$ cat src/verilog/crb_pkg.sv
package crb_pkg;
	localparam int ADDR_W = 24;
	localparam int DATA_W = 32;
	localparam int STRB_W = DATA_W / 8;
	localparam int HALF_W = 16;
	localparam int OPS_W = 13;

	// Capability register byte offsets
	localparam logic [ADDR_W-1:0] OFF_ASM_INFO = 24'h00000C;
	localparam logic [ADDR_W-1:0] OFF_FEATURES = 24'h000010;
	localparam logic [ADDR_W-1:0] OFF_SWITCH_PORT = 24'h000014;
	localparam logic [ADDR_W-1:0] OFF_SRC_OPS = 24'h000018;
	localparam logic [ADDR_W-1:0] OFF_DST_OPS = 24'h00001C;
	localparam logic [ADDR_W-1:0] OFF_RSVD_FIRST = 24'h000020;
	localparam logic [ADDR_W-1:0] OFF_CAP_LAST = 24'h00003C;
	localparam logic [ADDR_W-1:0] WORD_MASK = 24'hFFFFFC;

	// Field layout of the assembly information word
	localparam int ASM_REV_LSB = 16;
	localparam int EXT_PTR_LSB = 0;
	localparam logic [HALF_W-1:0] EXT_PTR_DEFAULT = 16'h0100;

	// Field layout of the features word
	localparam int FEAT_BRIDGE_BIT = 31;
	localparam int FEAT_MEMORY_BIT = 30;
	localparam int FEAT_PROC_BIT = 29;
	localparam int FEAT_SWITCH_BIT = 28;
	localparam int FEAT_MULTIPORT_BIT = 27;
	localparam int FEAT_CRF_BIT = 5;
	localparam int FEAT_LARGE_SYS_BIT = 4;
	localparam int FEAT_EXT_FEAT_BIT = 3;
	localparam int FEAT_EXT_ADDR_LSB = 0;
	localparam logic FEAT_SWITCH_VAL = 1'b0;
	localparam logic FEAT_MULTIPORT_VAL = 1'b0;
	localparam logic FEAT_EXT_FEAT_VAL = 1'b1;
	localparam logic [2:0] EXT_ADDR_34 = 3'h1;

	// Field layout of both operations words: bits 15 down to 3
	localparam int OPS_LSB = 3;
	localparam int OPS_MSB = OPS_LSB + OPS_W - 1;
	localparam int OPS_PORT_WRITE_BIT = 2;
	localparam logic OPS_PORT_WRITE_VAL = 1'b0;

	localparam logic [DATA_W-1:0] WORD_ZERO = 32'h00000000;

	localparam logic [1:0] RESP_OKAY = 2'h0;
	localparam logic [1:0] RESP_DECERR = 2'h3;

	typedef enum logic [2:0] {
		SEL_NONE,
		SEL_ZERO,
		SEL_ASM,
		SEL_FEAT,
		SEL_SRC,
		SEL_DST
	} crb_sel_t;
endpackage : crb_pkg

$ cat src/verilog/crb_dec_if.sv
`timescale 1ns/1ps
interface crb_dec_if;
	logic [crb_pkg::ADDR_W-1:0] addr;
	crb_pkg::crb_sel_t sel;

	modport req (output addr, input sel);
	modport dec (input addr, output sel);
endinterface : crb_dec_if

$ cat src/verilog/crb_decode.sv
`timescale 1ns/1ps
module crb_decode (
	crb_dec_if.dec dec
);
	import crb_pkg::*;

	wire [ADDR_W-1:0] word_addr;
	wire in_cap_space;
	wire hit_asm;
	wire hit_feat;
	wire hit_src;
	wire hit_dst;

	// Byte lanes inside a word do not matter: the whole word is returned
	assign word_addr = dec.addr & WORD_MASK;
	assign in_cap_space = (word_addr >= OFF_ASM_INFO) && (word_addr <= OFF_CAP_LAST);
	assign hit_asm = (word_addr == OFF_ASM_INFO);
	assign hit_feat = (word_addr == OFF_FEATURES);
	assign hit_src = (word_addr == OFF_SRC_OPS);
	assign hit_dst = (word_addr == OFF_DST_OPS);

	// Switch port word and the reserved tail answer zero
	assign dec.sel = hit_asm ? SEL_ASM :
		hit_feat ? SEL_FEAT :
		hit_src ? SEL_SRC :
		hit_dst ? SEL_DST :
		in_cap_space ? SEL_ZERO :
		SEL_NONE;
endmodule : crb_decode

$ cat src/verilog/crb_reg_bank.sv
`timescale 1ns/1ps
// Summary of operation
// - Assembly info upper half returns the build-time assembly revision, read-only.
// - Assembly info lower half returns build-time extended features pointer, default 0x0100.
// - Feature bits 31, 30, 29 report bridge, memory, processor roles from build.
// - Feature bits 28 switch and 27 multiport always read zero.
// - Feature bit 4 reports large system; when set, 16-bit device IDs are used.
// - Feature bit 5 reports critical request flow support from build configuration.
// - Feature bit 3 always reads one: extended features pointer is valid.
// - Feature bits 2 to 0 read 001: only 34-bit addressing.
// - Feature bits 26 to 7 and bit 6 always read zero.
// - Switch port word carries no switching information since switch bit is zero.
// - Source operations bits 15 to 3 report issuable transaction types from build.
// - Operation words are informational only and steer no endpoint behaviour.
// - Source operations bits 31 to 16 and 1 to 0 always read zero.
// - Port-write bit 2 reads zero in both operations words.
// - Destination operations uses the same layout, reporting acceptable transaction types.
// - Destination operations bits 31 to 16 and 1 to 0 always read zero.
// - All capability registers are read-only, living beside the command and status registers.
module crb_reg_bank #(
	parameter logic [crb_pkg::HALF_W-1:0] ASM_REVISION = 16'h0000,
	parameter logic [crb_pkg::HALF_W-1:0] EXT_FEAT_PTR = crb_pkg::EXT_PTR_DEFAULT,
	parameter logic ROLE_BRIDGE = 1'b0,
	parameter logic ROLE_MEMORY = 1'b1,
	parameter logic ROLE_PROCESSOR = 1'b0,
	parameter logic CRF_SUPPORT = 1'b0,
	parameter logic LARGE_SYSTEM = 1'b0,
	parameter logic [crb_pkg::OPS_W-1:0] SRC_OPS = 13'h1FFF,
	parameter logic [crb_pkg::OPS_W-1:0] DST_OPS = 13'h1FFF
) (
	input wire logic clk,
	input wire logic arst_n,
	input wire logic ce,
	input wire logic s_axi_awvalid,
	output logic s_axi_awready,
	input wire logic [crb_pkg::ADDR_W-1:0] s_axi_awaddr,
	input wire logic [2:0] s_axi_awprot,
	input wire logic s_axi_wvalid,
	output logic s_axi_wready,
	input wire logic [crb_pkg::DATA_W-1:0] s_axi_wdata,
	input wire logic [crb_pkg::STRB_W-1:0] s_axi_wstrb,
	output logic s_axi_bvalid,
	input wire logic s_axi_bready,
	output logic [1:0] s_axi_bresp,
	input wire logic s_axi_arvalid,
	output logic s_axi_arready,
	input wire logic [crb_pkg::ADDR_W-1:0] s_axi_araddr,
	input wire logic [2:0] s_axi_arprot,
	output logic s_axi_rvalid,
	input wire logic s_axi_rready,
	output logic [crb_pkg::DATA_W-1:0] s_axi_rdata,
	output logic [1:0] s_axi_rresp,
	output logic dev_id_16b
);
	import crb_pkg::*;

	// Constant register images
	wire [DATA_W-1:0] asm_info_word;
	wire [DATA_W-1:0] features_word;
	wire [DATA_W-1:0] src_ops_word;
	wire [DATA_W-1:0] dst_ops_word;

	assign asm_info_word[ASM_REV_LSB +: HALF_W] = ASM_REVISION;
	assign asm_info_word[EXT_PTR_LSB +: HALF_W] = EXT_FEAT_PTR;

	genvar gi;
	generate
		for (gi = 0; gi < DATA_W; gi++) begin : g_word_bits
			if (gi == FEAT_BRIDGE_BIT) begin : g_bridge
				assign features_word[gi] = ROLE_BRIDGE;
			end else if (gi == FEAT_MEMORY_BIT) begin : g_memory
				assign features_word[gi] = ROLE_MEMORY;
			end else if (gi == FEAT_PROC_BIT) begin : g_proc
				assign features_word[gi] = ROLE_PROCESSOR;
			end else if (gi == FEAT_SWITCH_BIT) begin : g_switch
				assign features_word[gi] = FEAT_SWITCH_VAL;
			end else if (gi == FEAT_MULTIPORT_BIT) begin : g_multiport
				assign features_word[gi] = FEAT_MULTIPORT_VAL;
			end else if (gi == FEAT_CRF_BIT) begin : g_crf
				assign features_word[gi] = CRF_SUPPORT;
			end else if (gi == FEAT_LARGE_SYS_BIT) begin : g_large
				assign features_word[gi] = LARGE_SYSTEM;
			end else if (gi == FEAT_EXT_FEAT_BIT) begin : g_extfeat
				assign features_word[gi] = FEAT_EXT_FEAT_VAL;
			end else if (gi < FEAT_EXT_FEAT_BIT) begin : g_extaddr
				assign features_word[gi] = EXT_ADDR_34[gi - FEAT_EXT_ADDR_LSB];
			end else begin : g_feat_rsvd
				assign features_word[gi] = 1'b0;
			end

			if (gi >= OPS_LSB && gi <= OPS_MSB) begin : g_ops
				assign src_ops_word[gi] = SRC_OPS[gi - OPS_LSB];
				assign dst_ops_word[gi] = DST_OPS[gi - OPS_LSB];
			end else if (gi == OPS_PORT_WRITE_BIT) begin : g_pw
				assign src_ops_word[gi] = OPS_PORT_WRITE_VAL;
				assign dst_ops_word[gi] = OPS_PORT_WRITE_VAL;
			end else begin : g_ops_rsvd
				assign src_ops_word[gi] = 1'b0;
				assign dst_ops_word[gi] = 1'b0;
			end
		end
	endgenerate

	// Address decode, one decoder per channel so reads and writes never wait on each other
	crb_dec_if rd_dec ();
	crb_dec_if wr_dec ();

	assign rd_dec.addr = s_axi_araddr;
	assign wr_dec.addr = s_axi_awaddr;

	crb_decode u_rd_decode (
		.dec(rd_dec)
	);

	crb_decode u_wr_decode (
		.dec(wr_dec)
	);

	// Read data selection
	wire [DATA_W-1:0] rdata_nxt;
	wire [1:0] rresp_nxt;
	wire rd_mapped;

	assign rd_mapped = (rd_dec.sel != SEL_NONE);
	assign rdata_nxt = (rd_dec.sel == SEL_ASM) ? asm_info_word :
		(rd_dec.sel == SEL_FEAT) ? features_word :
		(rd_dec.sel == SEL_SRC) ? src_ops_word :
		(rd_dec.sel == SEL_DST) ? dst_ops_word :
		WORD_ZERO;
	assign rresp_nxt = rd_mapped ? RESP_OKAY : RESP_DECERR;

	// Read channel handshake
	logic arready_r;
	logic rvalid_r;
	logic [DATA_W-1:0] rdata_r;
	logic [1:0] rresp_r;
	wire ar_offer;
	wire ar_take;
	wire r_done;
	wire arready_nxt;
	wire rvalid_nxt;

	// Ready is offered only while idle, so one read is in flight at a time
	assign ar_offer = s_axi_arvalid && !arready_r && !rvalid_r;
	assign ar_take = s_axi_arvalid && arready_r;
	assign r_done = rvalid_r && s_axi_rready;
	assign arready_nxt = ar_offer;
	assign rvalid_nxt = ar_take || (rvalid_r && !r_done);

	always_ff @(posedge clk or negedge arst_n) begin
		if (!arst_n) begin
			arready_r <= 1'b0;
			rvalid_r <= 1'b0;
		end else if (ce) begin
			arready_r <= arready_nxt;
			rvalid_r <= rvalid_nxt;
		end
	end

	always_ff @(posedge clk or negedge arst_n) begin
		if (!arst_n) begin
			rdata_r <= WORD_ZERO;
			rresp_r <= RESP_OKAY;
		end else if (ce && ar_take) begin
			rdata_r <= rdata_nxt;
			rresp_r <= rresp_nxt;
		end
	end

	// Write channel handshake: address and data are taken together
	logic awready_r;
	logic wready_r;
	logic bvalid_r;
	logic [1:0] bresp_r;
	wire aw_offer;
	wire aw_take;
	wire b_done;
	wire bvalid_nxt;
	wire [1:0] bresp_nxt;

	assign aw_offer = s_axi_awvalid && s_axi_wvalid && !awready_r && !bvalid_r;
	assign aw_take = awready_r && s_axi_awvalid && s_axi_wvalid;
	assign b_done = bvalid_r && s_axi_bready;
	assign bvalid_nxt = aw_take || (bvalid_r && !b_done);
	// Write data, strobes and protection are dropped: nothing here is writable
	assign bresp_nxt = (wr_dec.sel != SEL_NONE) ? RESP_OKAY : RESP_DECERR;

	always_ff @(posedge clk or negedge arst_n) begin
		if (!arst_n) begin
			awready_r <= 1'b0;
			wready_r <= 1'b0;
			bvalid_r <= 1'b0;
		end else if (ce) begin
			awready_r <= aw_offer;
			wready_r <= aw_offer;
			bvalid_r <= bvalid_nxt;
		end
	end

	always_ff @(posedge clk or negedge arst_n) begin
		if (!arst_n) begin
			bresp_r <= RESP_OKAY;
		end else if (ce && aw_take) begin
			bresp_r <= bresp_nxt;
		end
	end

	// Device ID width steer for the transport logic
	logic dev_id_16b_r;

	always_ff @(posedge clk or negedge arst_n) begin
		if (!arst_n) begin
			dev_id_16b_r <= 1'b0;
		end else if (ce) begin
			dev_id_16b_r <= features_word[FEAT_LARGE_SYS_BIT];
		end
	end

	// Operation words feed only the read mux, never any control path
	assign s_axi_arready = arready_r;
	assign s_axi_rvalid = rvalid_r;
	assign s_axi_rdata = rdata_r;
	assign s_axi_rresp = rresp_r;
	assign s_axi_awready = awready_r;
	assign s_axi_wready = wready_r;
	assign s_axi_bvalid = bvalid_r;
	assign s_axi_bresp = bresp_r;
	assign dev_id_16b = dev_id_16b_r;
endmodule : crb_reg_bank

$ cat config.mk
export PLATFORM = sky130hd
export DESIGN_NAME = crb_reg_bank
export DESIGN_NICKNAME = d
export VERILOG_FILES = /design/src/verilog/crb_pkg.sv /design/src/verilog/crb_dec_if.sv /design/src/verilog/crb_decode.sv /design/src/verilog/crb_reg_bank.sv
export SDC_FILE = /design/constraint.sdc
export NUM_CORES = 1
export LEC_CHECK = 0
export ABC_CLOCK_PERIOD_IN_PS = 1500
export BUFFER_PORTS_ARGS = -buffer_cell sky130_fd_sc_hd__buf_4
export CAP_MARGIN = 10
export CORE_ASPECT_RATIO = 1.25
export CORE_MARGIN = 10
export CORE_UTILIZATION = 27
export DETAILED_ROUTE_END_ITERATION = 8
export GPL_TIMING_DRIVEN = 0
export PLACE_DENSITY = 0.87
export SLEW_MARGIN = 20
export SYNTH_ARGS = -nofsm -noshare
export SYNTH_HDL_FRONTEND = slang
export SYNTH_SLANG_ARGS = --single-unit
export TNS_END_PERCENT = 50
$ cat constraint.sdc
create_clock -name clk -period 1.5 [get_ports clk]
set_input_delay 0.3 -clock clk [delete_from_list [all_inputs] [get_ports clk]]
set_output_delay 0.3 -clock clk [all_outputs]
set_load 0.05 [all_outputs]
== After elaboration in Yosys (flattened, before gate mapping) ==
Index checks and enable logic that the tools add are counted.

* Register bits after elaboration: 40
* Bits in latches: 0
* Memory bits (writable): 0
* Memory bits (read-only): 0
* Input bits: 98
* Output and inout port bits: 42
* Memories kept: 0

* Add/sub/neg operators: 0
* Multiply operators: 0
* Divide/modulo/power cells: 0
* Magnitude comparators: 4
* Equality and inequality tests: 12
* Shift-type cells: 0
* Mux-type cells: 16
* Bitwise logic cells: 0
* Reduce and logical (&&, ||, !) cells: 26

{| class="wikitable"
|+ Operators by type and width
! cell !! number
|-
| == test 22 x 3 -> 1 bit (second input constant) || 6
|-
| two-way mux 31 bit || 2
|-
| greater-or-equal comparator 24 x 4 -> 1 bit (second input constant) || 2
|-
| <= comparator 24 x 6 -> 1 bit (second input constant) || 2
|-
| == test 22 x 2 -> 1 bit (second input constant) || 2
|-
| two-way mux 16 bit || 2
|-
| two-way mux 3 bit || 8
|-
| logical AND 1 bit || 16
|-
| == test 3 x 2 -> 1 bit (second input constant) || 2
|-
| == test 3 bit (second input constant) || 2
|-
| zero test 1 bit || 6
|-
| nonzero test 3 bit || 2
|-
| two-way mux 2 bit || 2
|-
| logical OR 1 bit || 2
|-
| two-way mux 1 bit || 2
|}

== Logic depth before layout (Yosys ltp) ==
Gate-level depths: netlist of run 1.

* Word-level depth: 12
* Depth in mapped cells: 4
* Gate-level depth less buffers: 3

== Hierarchy ==
A second synthesis of run 1 with hierarchy kept.

* Cells, all modules: 105
* Area, all modules: 963.4 sq um

{| class="wikitable"
|+ By module, submodules not included
! module !! instances !! cells an instance !! area an instance (sq um) !! seq. area each (sq um)
|-
| crb_reg_bank || 1 || 71 || 708.2 || 250.2
|-
| crb_decode || 2 || 17 || 127.6 || 0.0
|}

== Worst setup path after synthesis of run 1 ==
No wires, ideal clock.

* Path type: register to register
* Start point: register arready_r, in the netlist s_axi_arready
* End point: register rresp_r[0], in the netlist s_axi_rresp[0]
* Data arrival time: 1.310 ns
* Data required time: 1.374 ns
* Path slack: 0.064 ns
* Stages on the path, launching flop included: 4
* Buffers on the path: 0
* Clock period less this slack: 1.436 ns
* Cell sequence: dfrtp_1 -> and3_1 -> nand4_2 -> o32a_1

* Cells in the longest elaborated chain, start to end: 2

{| class="wikitable"
|+ RTL lines
! element !! RTL line !! source
|-
| start: declaration || crb_reg_bank.sv:133 || <nowiki>logic arready_r;</nowiki>
|-
| start signal: assignment || crb_reg_bank.sv:155 || <nowiki>arready_r <= arready_nxt;</nowiki>
|-
| logical AND 1 bit || crb_reg_bank.sv:145 || <nowiki>assign ar_take = s_axi_arvalid && arready_r;</nowiki>
|-
| logical AND 1 bit || crb_reg_bank.sv:164 || <nowiki>end else if (ce && ar_take) begin</nowiki>
|-
| end signal: assignment || crb_reg_bank.sv:166 || <nowiki>rresp_r <= rresp_nxt;</nowiki>
|-
| end: declaration || crb_reg_bank.sv:136 || <nowiki>logic [1:0] rresp_r;</nowiki>
|}

No other way between the ends.
A chain may end at the register's enable or synchronous reset.

==> results of run 1 <==
==> power by group <==
part           internal (mW)  total, mW  switching (mW)
sequential             0.294      0.316          0.0218
combinational          0.205      0.521           0.316
clock                 0.0919      0.171          0.0787
total                  0.591       1.01           0.416
==> layout by cell type, fill, tap and decap left out, types with 3 or more instances in the layout <==
cell / count
buf_4: 106
conb_1: 18
dfrtp_1: 9
nand2_1: 8
nor4_1: 6
o21ai_0: 6
nor2_1: 5
nand4_1: 4
nand3_1: 3
inv_1: 3
clkbuf_4: 3
==> cell usage after synthesis <==
| cell type | count | area, um^2 |
|---|---|---|
| clkbuf_2 | 1 | 5.000 |
| nand2_2 | 1 | 6.260 |
| nor4_4 | 1 | 21.27 |
| nor4_2 | 1 | 12.51 |
| o22a_1 | 1 | 8.760 |
| nand2_1 | 8 | 30.03 |
| o2111ai_1 | 1 | 8.760 |
| o21ai_0 | 6 | 30.03 |
| o31ai_1 | 1 | 7.510 |
| and4_1 | 1 | 8.760 |
| conb_1 | 1 | 3.750 |
| a21o_1 | 1 | 7.510 |
| nand4_2 | 1 | 12.51 |
| or2_2 | 1 | 6.260 |
| buf_4 | 32 | 240.2 |
| nand3_1 | 3 | 15.01 |
| nor4_1 | 6 | 37.54 |
| o32a_1 | 1 | 10.01 |
| and3_1 | 1 | 6.260 |
| dfrtp_1 | 10 | 250.2 |
| nor2_1 | 5 | 18.77 |
| nor2b_1 | 1 | 6.260 |
| a211o_1 | 1 | 8.760 |
| inv_1 | 3 | 11.26 |
| a211oi_1 | 1 | 7.510 |
| nand4_1 | 4 | 25.02 |
==> final cells by class <==
type / count / area, um^2
fill: 274 / 1386
clock buffer: 3 / 22.52
tap: 36 / 45.04
buffer: 33 / 245.2
multi-input combinational: 65 / 362.8
sequential: 10 / 251.5
timing repair buffer: 75 / 565.5
inverter: 3 / 11.26
==> routing by layer <==
layer,part of all wire (%),global-route usage [%],up-vias
met1,32,8.149,381
li1,-,-,475
met4,0.60,4.743,0
met2,53,17.22,50
met5,0,0,-
met3,14,3.857,2
==> cells by family (layout without fill, tap and decap cells) <==
group | Yosys count | after routing | synth area share (%)
AND/OR/NAND/NOR | 34 | 34 | 25.62
buffers and inverters | 36 | 114 | 31.83
AO/OA/AOI/OAI | 13 | 13 | 11.03
other | 1 | 18 | 0.4654
flip-flops | 10 | 10 | 31.06
==> per-stage QoR <==
stage	hold WS, ns	total power, mW	cell area, um^2	setup WS [ns]	std cells
2_1_floorplan	0.004409	0.6505	869.6	0.06408	111
3_3_place_gp	0.1345	0.8329	1470	0.1183	221
3_5_place_dp	0.1343	0.8399	1470	0.1100	221
4_1_cts	0.2734	1.022	1503	0.02090	225
5_1_grt	0.3082	1.070	1504	0.07927	225
6_report	0.2861	1.007	1504	0.1348	225
==> sequential cells by signal (all words and copies together) (netlist names) <==
register	flops
s_axi_rresp	1
s_axi_wready	1
s_axi_rvalid	1
s_axi_bresp	1
s_axi_rdata	4
s_axi_bvalid	1
s_axi_arready	1
==> repair_timing <==
| item | 4_1_cts | 5_1_grt |
|---|---|---|
| hold endpoints to repair | 10 | 0 |
| setup endpoints to repair | 0 | 10 |
| resized for setup | 0 | 1 |
| hold buffers | 1 | 0 |
==> critical path, stage by stage (launching register included) <==
cell,delay [ns]
dfrtp_2,0.47
buf_4,0.16
buf_4,0.18
==> worst paths after layout <==
kind,startpoint,end,slack [ns],cells after the start
min in group asynchronous,arst_n,s_axi_rresp[0]$_DFFE_PN0P_,0.42,2
max in group asynchronous,arst_n,s_axi_rdata[15]$_DFFE_PN0P_,0.93,2
worst min register to register,s_axi_rdata[3]$_DFFE_PN0P_,s_axi_rdata[3]$_DFFE_PN0P_,0.48,2
worst min-delay path,s_axi_arvalid,s_axi_arready$_DFFE_PN0P_,0.29,3
worst max-delay path,s_axi_rdata[15]$_DFFE_PN0P_,s_axi_rdata[14],0.13,2
worst max register to register,s_axi_arready$_DFFE_PN0P_,s_axi_rresp[0]$_DFFE_PN0P_,0.29,3
==> results by group, run 1 <==
Yosys
  – Yosys warns: 0
  – Mapped Avg Cell Area: 8.572 um^2
  – Register area share after synthesis: 31.06%
  – Synth Register Bits: 10
  – Netlist cell types: 26
  – Mapped Area: 805.8 um^2
  – Post-Synthesis Cells: 94

Critical path
  – Required time of the worst setup path: 1.20 ns
  – Crit Path Category: register to primary output
  – CP Max Fanout: 12
  – Worst Path Arrival: 1.07 ns
  – Startpoint types: register
  – Worst Setup End Kind: primary output

Global routing
  – Largest net degree at the start of global routing: 13
  – Initial antenna violation count: 0
  – Total track usage: 9.290%
  – Vias in the first global route: 961
  – Overflow after GRT: 0
  – First-pass GRT wire length: 4.043 mm

Floorplanning
  – Die Height: 81.08 um
  – Die W: 68.86 um
  – Total core area: 2890 um^2
  – FP Rows: 22
  – Die Area: 5583 um^2
  – Initial Util: 27.88%
  – Total I/O pin count: 140

Finish
  – Post-layout util: 52.03%
  – Diodes inserted: 0
  – Layout cell share with drive strength beyond 1: 61.38%
  – Post-layout nets: just under 300
  – Synth-to-layout area growth: 86.65%

Timing
  – Period Utilization, post-route: 91.01%
  – Final hold vios: 0
  – Tmin final: about 1.4 ns
  – Setup violations, final: 0
  – F_max: 732.5 MHz
  – Pins Over Slew Limit: 0
  – RSZ-0062 raised after global routing: false
  – TNS Setup: 0 ns
  – Clock Skew: 0.0009734 ns

CTS
  – Clock Sinks: 10
  – CTS tree: done
  – TritonCTS Buffers: 3
  – Worst-Skew Late Latency: about 0.26 ns
  – Root buffer cell: clkbuf_4
  – Post-CTS Setup Repair Bufs: 0
  – Reg clk slew, reported paths: 0.06 ns
  – Htree depth: 1
  – CTS Buffer Depth: 2

Routing
  – Vias post-DR: 908
  – DR pass1 iterations: 4
  – Routed Antenna Nets: 0
  – Drt wl/cell: approximately 13 um
  – Initial DRC count: 16
  – Drt via density: 4.036
  – Residual DRC: 0
  – Routed wire length: 2.818 mm

Power and ir drop
  – P_leak: 0.8396 nW
  – Power density cells: 669.7 nW/um^2
  – Worst vdd ir: between 500 and 600 uV

Placement
  – Post-DP HPWL: 2.591 mm
  – GP Congestion: 0.7655
  – I/O Buffers: 74

Run status
  – Outcome: completed

Hold path
  – Hold WC Path Type: input pin to register

Run
  – Maximum Capacitance Violations: 0
Note: power is estimated with default switching activity, not from simulation.
==> run 2, diff against run 1 <==
--- a/config.mk
+++ b/config.mk
@@ -5,7 +5,7 @@
 export SDC_FILE = /design/constraint.sdc
 export NUM_CORES = 1
 export LEC_CHECK = 0
-export ABC_CLOCK_PERIOD_IN_PS = 1500
+export ABC_CLOCK_PERIOD_IN_PS = 1300
 export BUFFER_PORTS_ARGS = -buffer_cell sky130_fd_sc_hd__buf_4
 export CAP_MARGIN = 10
 export CORE_ASPECT_RATIO = 1.25
==> constraint.sdc (replaced) <==
create_clock -name clk -period 1.3 [get_ports clk]
set_input_delay 0.26 -clock clk [delete_from_list [all_inputs] [get_ports clk]]
set_output_delay 0.26 -clock clk [all_outputs]
set_load 0.05 [all_outputs]
==> results by group, run 2 (same netlist as run 1, synthesis figures left out) <==
Critical path
  – Crit Path Category: register to primary output
  – Required time of the worst setup path: 1.04 ns
  – CP max stage delay: 0.41 ns
  – CP Max Fanout: 6
  – Worst Path Arrival: 1.07 ns
  – R2R setup slack: roughly 0.10 ns
  – Cell repeated most along the worst path: buf_6
  – R2R depth: 3
  – Reg-to-Reg End: s_axi_rresp[0]$_DFFE_PN0P_
  – Crit-path cells: buf_6 -> buf_6 -> buf_8
  – Worst path slowest cell: dfrtp_2
  – Startpoint types: register
  – R2R Path Start: s_axi_arready$_DFFE_PN0P_
  – Worst Setup End Kind: primary output

CTS
  – Clock Sinks: 10
  – TritonCTS Buffers: 3
  – CTS Buffer Depth: 2
  – Root buffer cell: clkbuf_4
  – Htree depth: 1
  – CTS tree: done
  – Reg clk slew, reported paths: 0.07 ns
  – Worst-Skew Late Latency: around 0.27 ns

Routing
  – Drt wl/cell: 12.73 um
  – Residual DRC: 0
  – Drt via density: between 4 and 5
  – Routed Antenna Nets: 0
  – Vias post-DR: 947
  – Initial DRC count: 24
  – DR pass1 iterations: 4
  – Routed wire length: 2.916 mm

Global routing
  – Initial antenna violation count: 0
  – Largest net degree at the start of global routing: 11
  – GR Util met3: around 4.5%
  – M2 GR Usage: 17.31%
  – Overflow after GRT: 0
  – Met1 Usage GRT: 8.796%
  – Total track usage: 9.512%
  – Top Usage Layer GRT: met2
  – Vias in the first global route: ~950
  – First-pass GRT wire length: approximately 4.1 mm

Floorplanning
  – Initial Util: 27.88%
  – Die W: 68.86 um
  – Die Height: 81.08 um
  – Total I/O pin count: between 100 and 150
  – Die Area: 5583 um^2
  – Total core area: 2890 um^2
  – FP Rows: 22

Power and ir drop
  – P_leak: 0.8875 nW
  – Pwr Total: 1.250 mW
  – Worst vdd ir: 579.5 uV
  – Power density cells: 752.5 nW/um^2

Run status
  – Violated checks: setup timing
  – Outcome: finished with violations

Placement
  – Post-DP HPWL: between 2 and 3 mm
  – Post-place setup slack: -0.03881 ns
  – I/O Buffers: 74
  – GP Congestion: around 0.79

Finish
  – Most frequent cells in the layout: 87 x buf_4, 18 x conb_1, 12 x buf_6, 10 x buf_8
  – Diodes inserted: 0
  – Leading cell type in the layout, fill and taps excluded: buf_4
  – Layout cell share with drive strength beyond 1: around 63%
  – Synth-to-layout area growth: 106.2%
  – Largest register FFs: 4
  – Fill cell instance count of the final layout: roughly 270
  – Post-layout nets: 292

Timing
  – Setup violations, final: 10
  – Tmin final: between 1 and 1.5 ns
  – F_max: between 700 and 800 MHz
  – Final hold vios: 0
  – WHS: roughly 0.24 ns
  – RSZ-0062 raised after global routing: true
  – Slack of the critical path: -0.03075 ns
  – Period Utilization, post-route: 102.4%
  – Pins Over Slew Limit: 0
  – Clock Skew: 0.001744 ns

Hold path
  – WHS Endpoint: s_axi_rvalid$_DFFE_PN0P_
  – Hold WC Path Type: input pin to register
  – Hold path depth: 4
  – Hold Crit Start: s_axi_rready

Run
  – Maximum Capacitance Violations: 0
run 2: changes by cell type in the layout (fill, tap and decap cells not counted), sizes merged:
cell / change
clkbuf: +1
buf: +3
run 2: worst max-delay path by stage:
| stage | start | to | slack (ns) | depth (start not counted) |
|---|---|---|---|---|
| floorplan | s_axi_arready$_DFFE_PN0P_ | s_axi_rresp[0]$_DFFE_PN0P_ | 0.02 | 3 |
| global placement | s_axi_araddr[21] | s_axi_rresp[0]$_DFFE_PN0P_ | -0.04 | 4 |
| detailed placement | s_axi_araddr[7] | s_axi_rresp[0]$_DFFE_PN0P_ | -0.04 | 4 |
| CTS | s_axi_rdata[15]$_DFFE_PN0P_ | s_axi_rdata[7] | -0.03 | 3 |
| global route | s_axi_rdata[15]$_DFFE_PN0P_ | s_axi_rdata[12] | -0.07 | 3 |
| finish | s_axi_rdata[15]$_DFFE_PN0P_ | s_axi_rdata[12] | -0.03 | 3 |
run 2: critical path: cells and delay by family (launching register included):
kind / cells / cell delay, ns
DFF: 1 / 0.41
buffers and inverters: 3 / 0.39
run 2: power breakdown:
part           total (mW)  switching [mW]  internal, mW
Combinational       0.601           0.365         0.236
Sequential          0.364          0.0246         0.340
Clock               0.285           0.115         0.170
run 2: repair_timing:
action,in CTS,in global routing
setup endpoints to repair,10,10
resized for setup,34,0
pin swaps,0,0
endpoints found under the hold margin,10,0
hold buffers,1,0
buffers inserted,2,1
run 2: cell type report:
class,instances,area (um^2),share of cell area [%]
tap,36,45.04,2.711
timing repair buffer,78,670.6,40.36
sequential,10,252.7,15.21
multi-input combinational,65,362.8,21.84
inverter,3,11.26,0.6777
buffer,33,282.8,17.02
clock buffer,4,36.28,2.184
run 2: stage by stage:
stage                     cell area [um^2]  std cells  utilization [%]  setup TNS (ns)
final                                 1662        229            57.49         -0.2729
after global routing                  1662        229            57.49         -0.5978
after CTS                             1654        228            57.23         -0.3012
after detailed placement              1473        221            50.95        -0.03881
after global placement                1473        221            50.95        -0.04123
after floorplan                      872.1        111                -               0
run 2: metal layers:
layer / share of wire [%] / up-vias
met3: 18 / 2
met1: 29 / 403
met4: 0.58 / 0
met5: 0 / -
met2: 53 / 59
li1: - / 483
==> run 3, diff against run 2 <==
--- a/config.mk
+++ b/config.mk
@@ -13,6 +13,7 @@
 export CORE_UTILIZATION = 27
 export DETAILED_ROUTE_END_ITERATION = 8
 export GPL_TIMING_DRIVEN = 0
+export MAX_ROUTING_LAYER = met4
 export PLACE_DENSITY = 0.87
 export SLEW_MARGIN = 20
 export SYNTH_ARGS = -nofsm -noshare
==> results by group, run 3 (same netlist as run 1, synthesis figures left out) <==
Placement
  – I/O Buffers: 74
  – Dpl cells: 221
  – Post-DP HPWL: 2.579 mm
  – Post-place setup slack: -0.03881 ns
  – GP Congestion: between 0.7 and 0.8
  – Placement Cell Area: 1473 um^2

Routing
  – Routed Antenna Nets: 0
  – Initial DRC count: 27
  – Met3 wire length: between 300 and 400 um
  – Max Used Layer: met4
  – DR pass1 iterations: 3
  – Routed wire length: 2.917 mm
  – Vias post-DR: 948
  – Drt via density: a little over 4
  – Residual DRC: 0
  – Met2 WL post-DR: 1.536 mm
  – M1 wire length: slightly above 1 mm
  – Drt wl/cell: 12.74 um

Timing
  – Period Utilization, post-route: 102.4%
  – RSZ-0062 raised after global routing: true
  – Pins Over Slew Limit: 0
  – Clock Skew: 0.001501 ns
  – Slack of the critical path: -0.03086 ns
  – WHS: 0.2427 ns
  – Setup violations, final: 10
  – TNS Setup: -0.2740 ns
  – F_max: 751.4 MHz
  – Final hold vios: 0
  – Tmin final: 1.331 ns

Finish
  – Synth-to-layout area growth: 107.3%
  – Diodes inserted: 0
  – Post-layout nets: 292
  – Final instance area: 1670 um^2
  – Layout Cells excl Fill: 229
  – Most frequent cells in the layout: 87 x buf_4, 18 x conb_1, 12 x buf_6, 10 x buf_8
  – Layout cell share with drive strength beyond 1: between 60% and 70%
  – Post-layout util: between 50% and 60%
  – Leading cell type in the layout, fill and taps excluded: buf_4
  – Largest register FFs: 4

Floorplanning
  – Initial Util: 27.88%
  – FP Rows: 22
  – Die Area: 5583 um^2
  – Total I/O pin count: 140
  – Total core area: approximately 2900 um^2
  – Die W: 68.86 um
  – Die Height: between 80 and 90 um

Critical path
  – Required time of the worst setup path: around 1.0 ns
  – Worst Setup End Kind: primary output
  – Startpoint types: register
  – Worst Path Arrival: 1.07 ns
  – Worst Setup SP: s_axi_rdata[15]$_DFFE_PN0P_
  – Crit Path Category: register to primary output
  – CP Max Fanout: 6
  – R2R Path Start: s_axi_arready$_DFFE_PN0P_

Power and ir drop
  – P_leak: 0.8919 nW
  – Power density cells: 750.1 nW/um^2
  – Worst vdd ir: 580.8 uV
  – Pwr Total: 1.253 mW

Global routing
  – Overflow after GRT: 0
  – Initial antenna violation count: 0
  – First-pass GRT wire length: around 4.2 mm
  – Vias in the first global route: 942
  – Total track usage: 9.816%
  – Largest net degree at the start of global routing: 11

CTS
  – TritonCTS Buffers: 3
  – Worst-Skew Late Latency: 0.27 ns
  – Root buffer cell: clkbuf_4
  – Clock Sinks: 10
  – CTS Buffer Depth: 2
  – CTS tree: done
  – Reg clk slew, reported paths: 0.07 ns
  – Htree depth: 1

Run
  – Maximum Capacitance Violations: 0

Run status
  – Violated checks: setup timing
  – Outcome: finished with violations

Hold path
  – Hold Crit Start: s_axi_rready
  – Hold WC Path Type: input pin to register
run 3: cell counts in the layout (fill, tap and decap cells not counted):
Identical to the previous run, type by type.
run 3: where the power goes:
group | internal [mW] | switching [mW]
logic | 0.237 | 0.366
clock network | 0.170 | 0.115
registers | 0.340 | 0.0251
run 3: area by class of cell:
class                   instances  area (um^2)
fillers                       270         1220
repair buffers                 78        670.6
multi-input cells              65        371.6
plain buffers                  33        282.8
flip-flops and latches         10        252.7
well taps                      36        45.04
clock buffers                   4        36.28
inverters                       3        11.26
run 3: metal layers:
layer  vias to the layer above  track usage (%)
met4                         0            3.557
met2                        56            17.31
met1                       407            10.38
li1                        483                -
met5                         -                -
met3                         2            1.928
run 3: path summary, 6_finish.rpt:
kind / slack [ns] / end / cells past startpoint
hold / removal: 0.24 / s_axi_rvalid$_DFFE_PN0P_ / 4
max in group asynchronous: 0.78 / s_axi_arready$_DFFE_PN0P_ / 2
setup reg to reg: 0.11 / s_axi_rresp[0]$_DFFE_PN0P_ / 3
setup / recovery: -0.03 / s_axi_rdata[12] / 3
hold reg to reg: 0.49 / s_axi_rdata[8]$_DFFE_PN0P_ / 2
min in group asynchronous: 0.36 / s_axi_bvalid$_DFFE_PN0P_ / 2
run 3: what timing repair did:
item                                    CTS  global route
endpoints found under the setup margin   10            11
hold buffers                              1             0
resized for setup                        34             1
setup buffers                             2             1
hold endpoints to repair                 10             0
run 3: critical path, stage by stage (launching register included):
cell and delay, ns:
dfrtp_2 0.41, buf_6 0.14, buf_6 0.11, buf_8 0.14
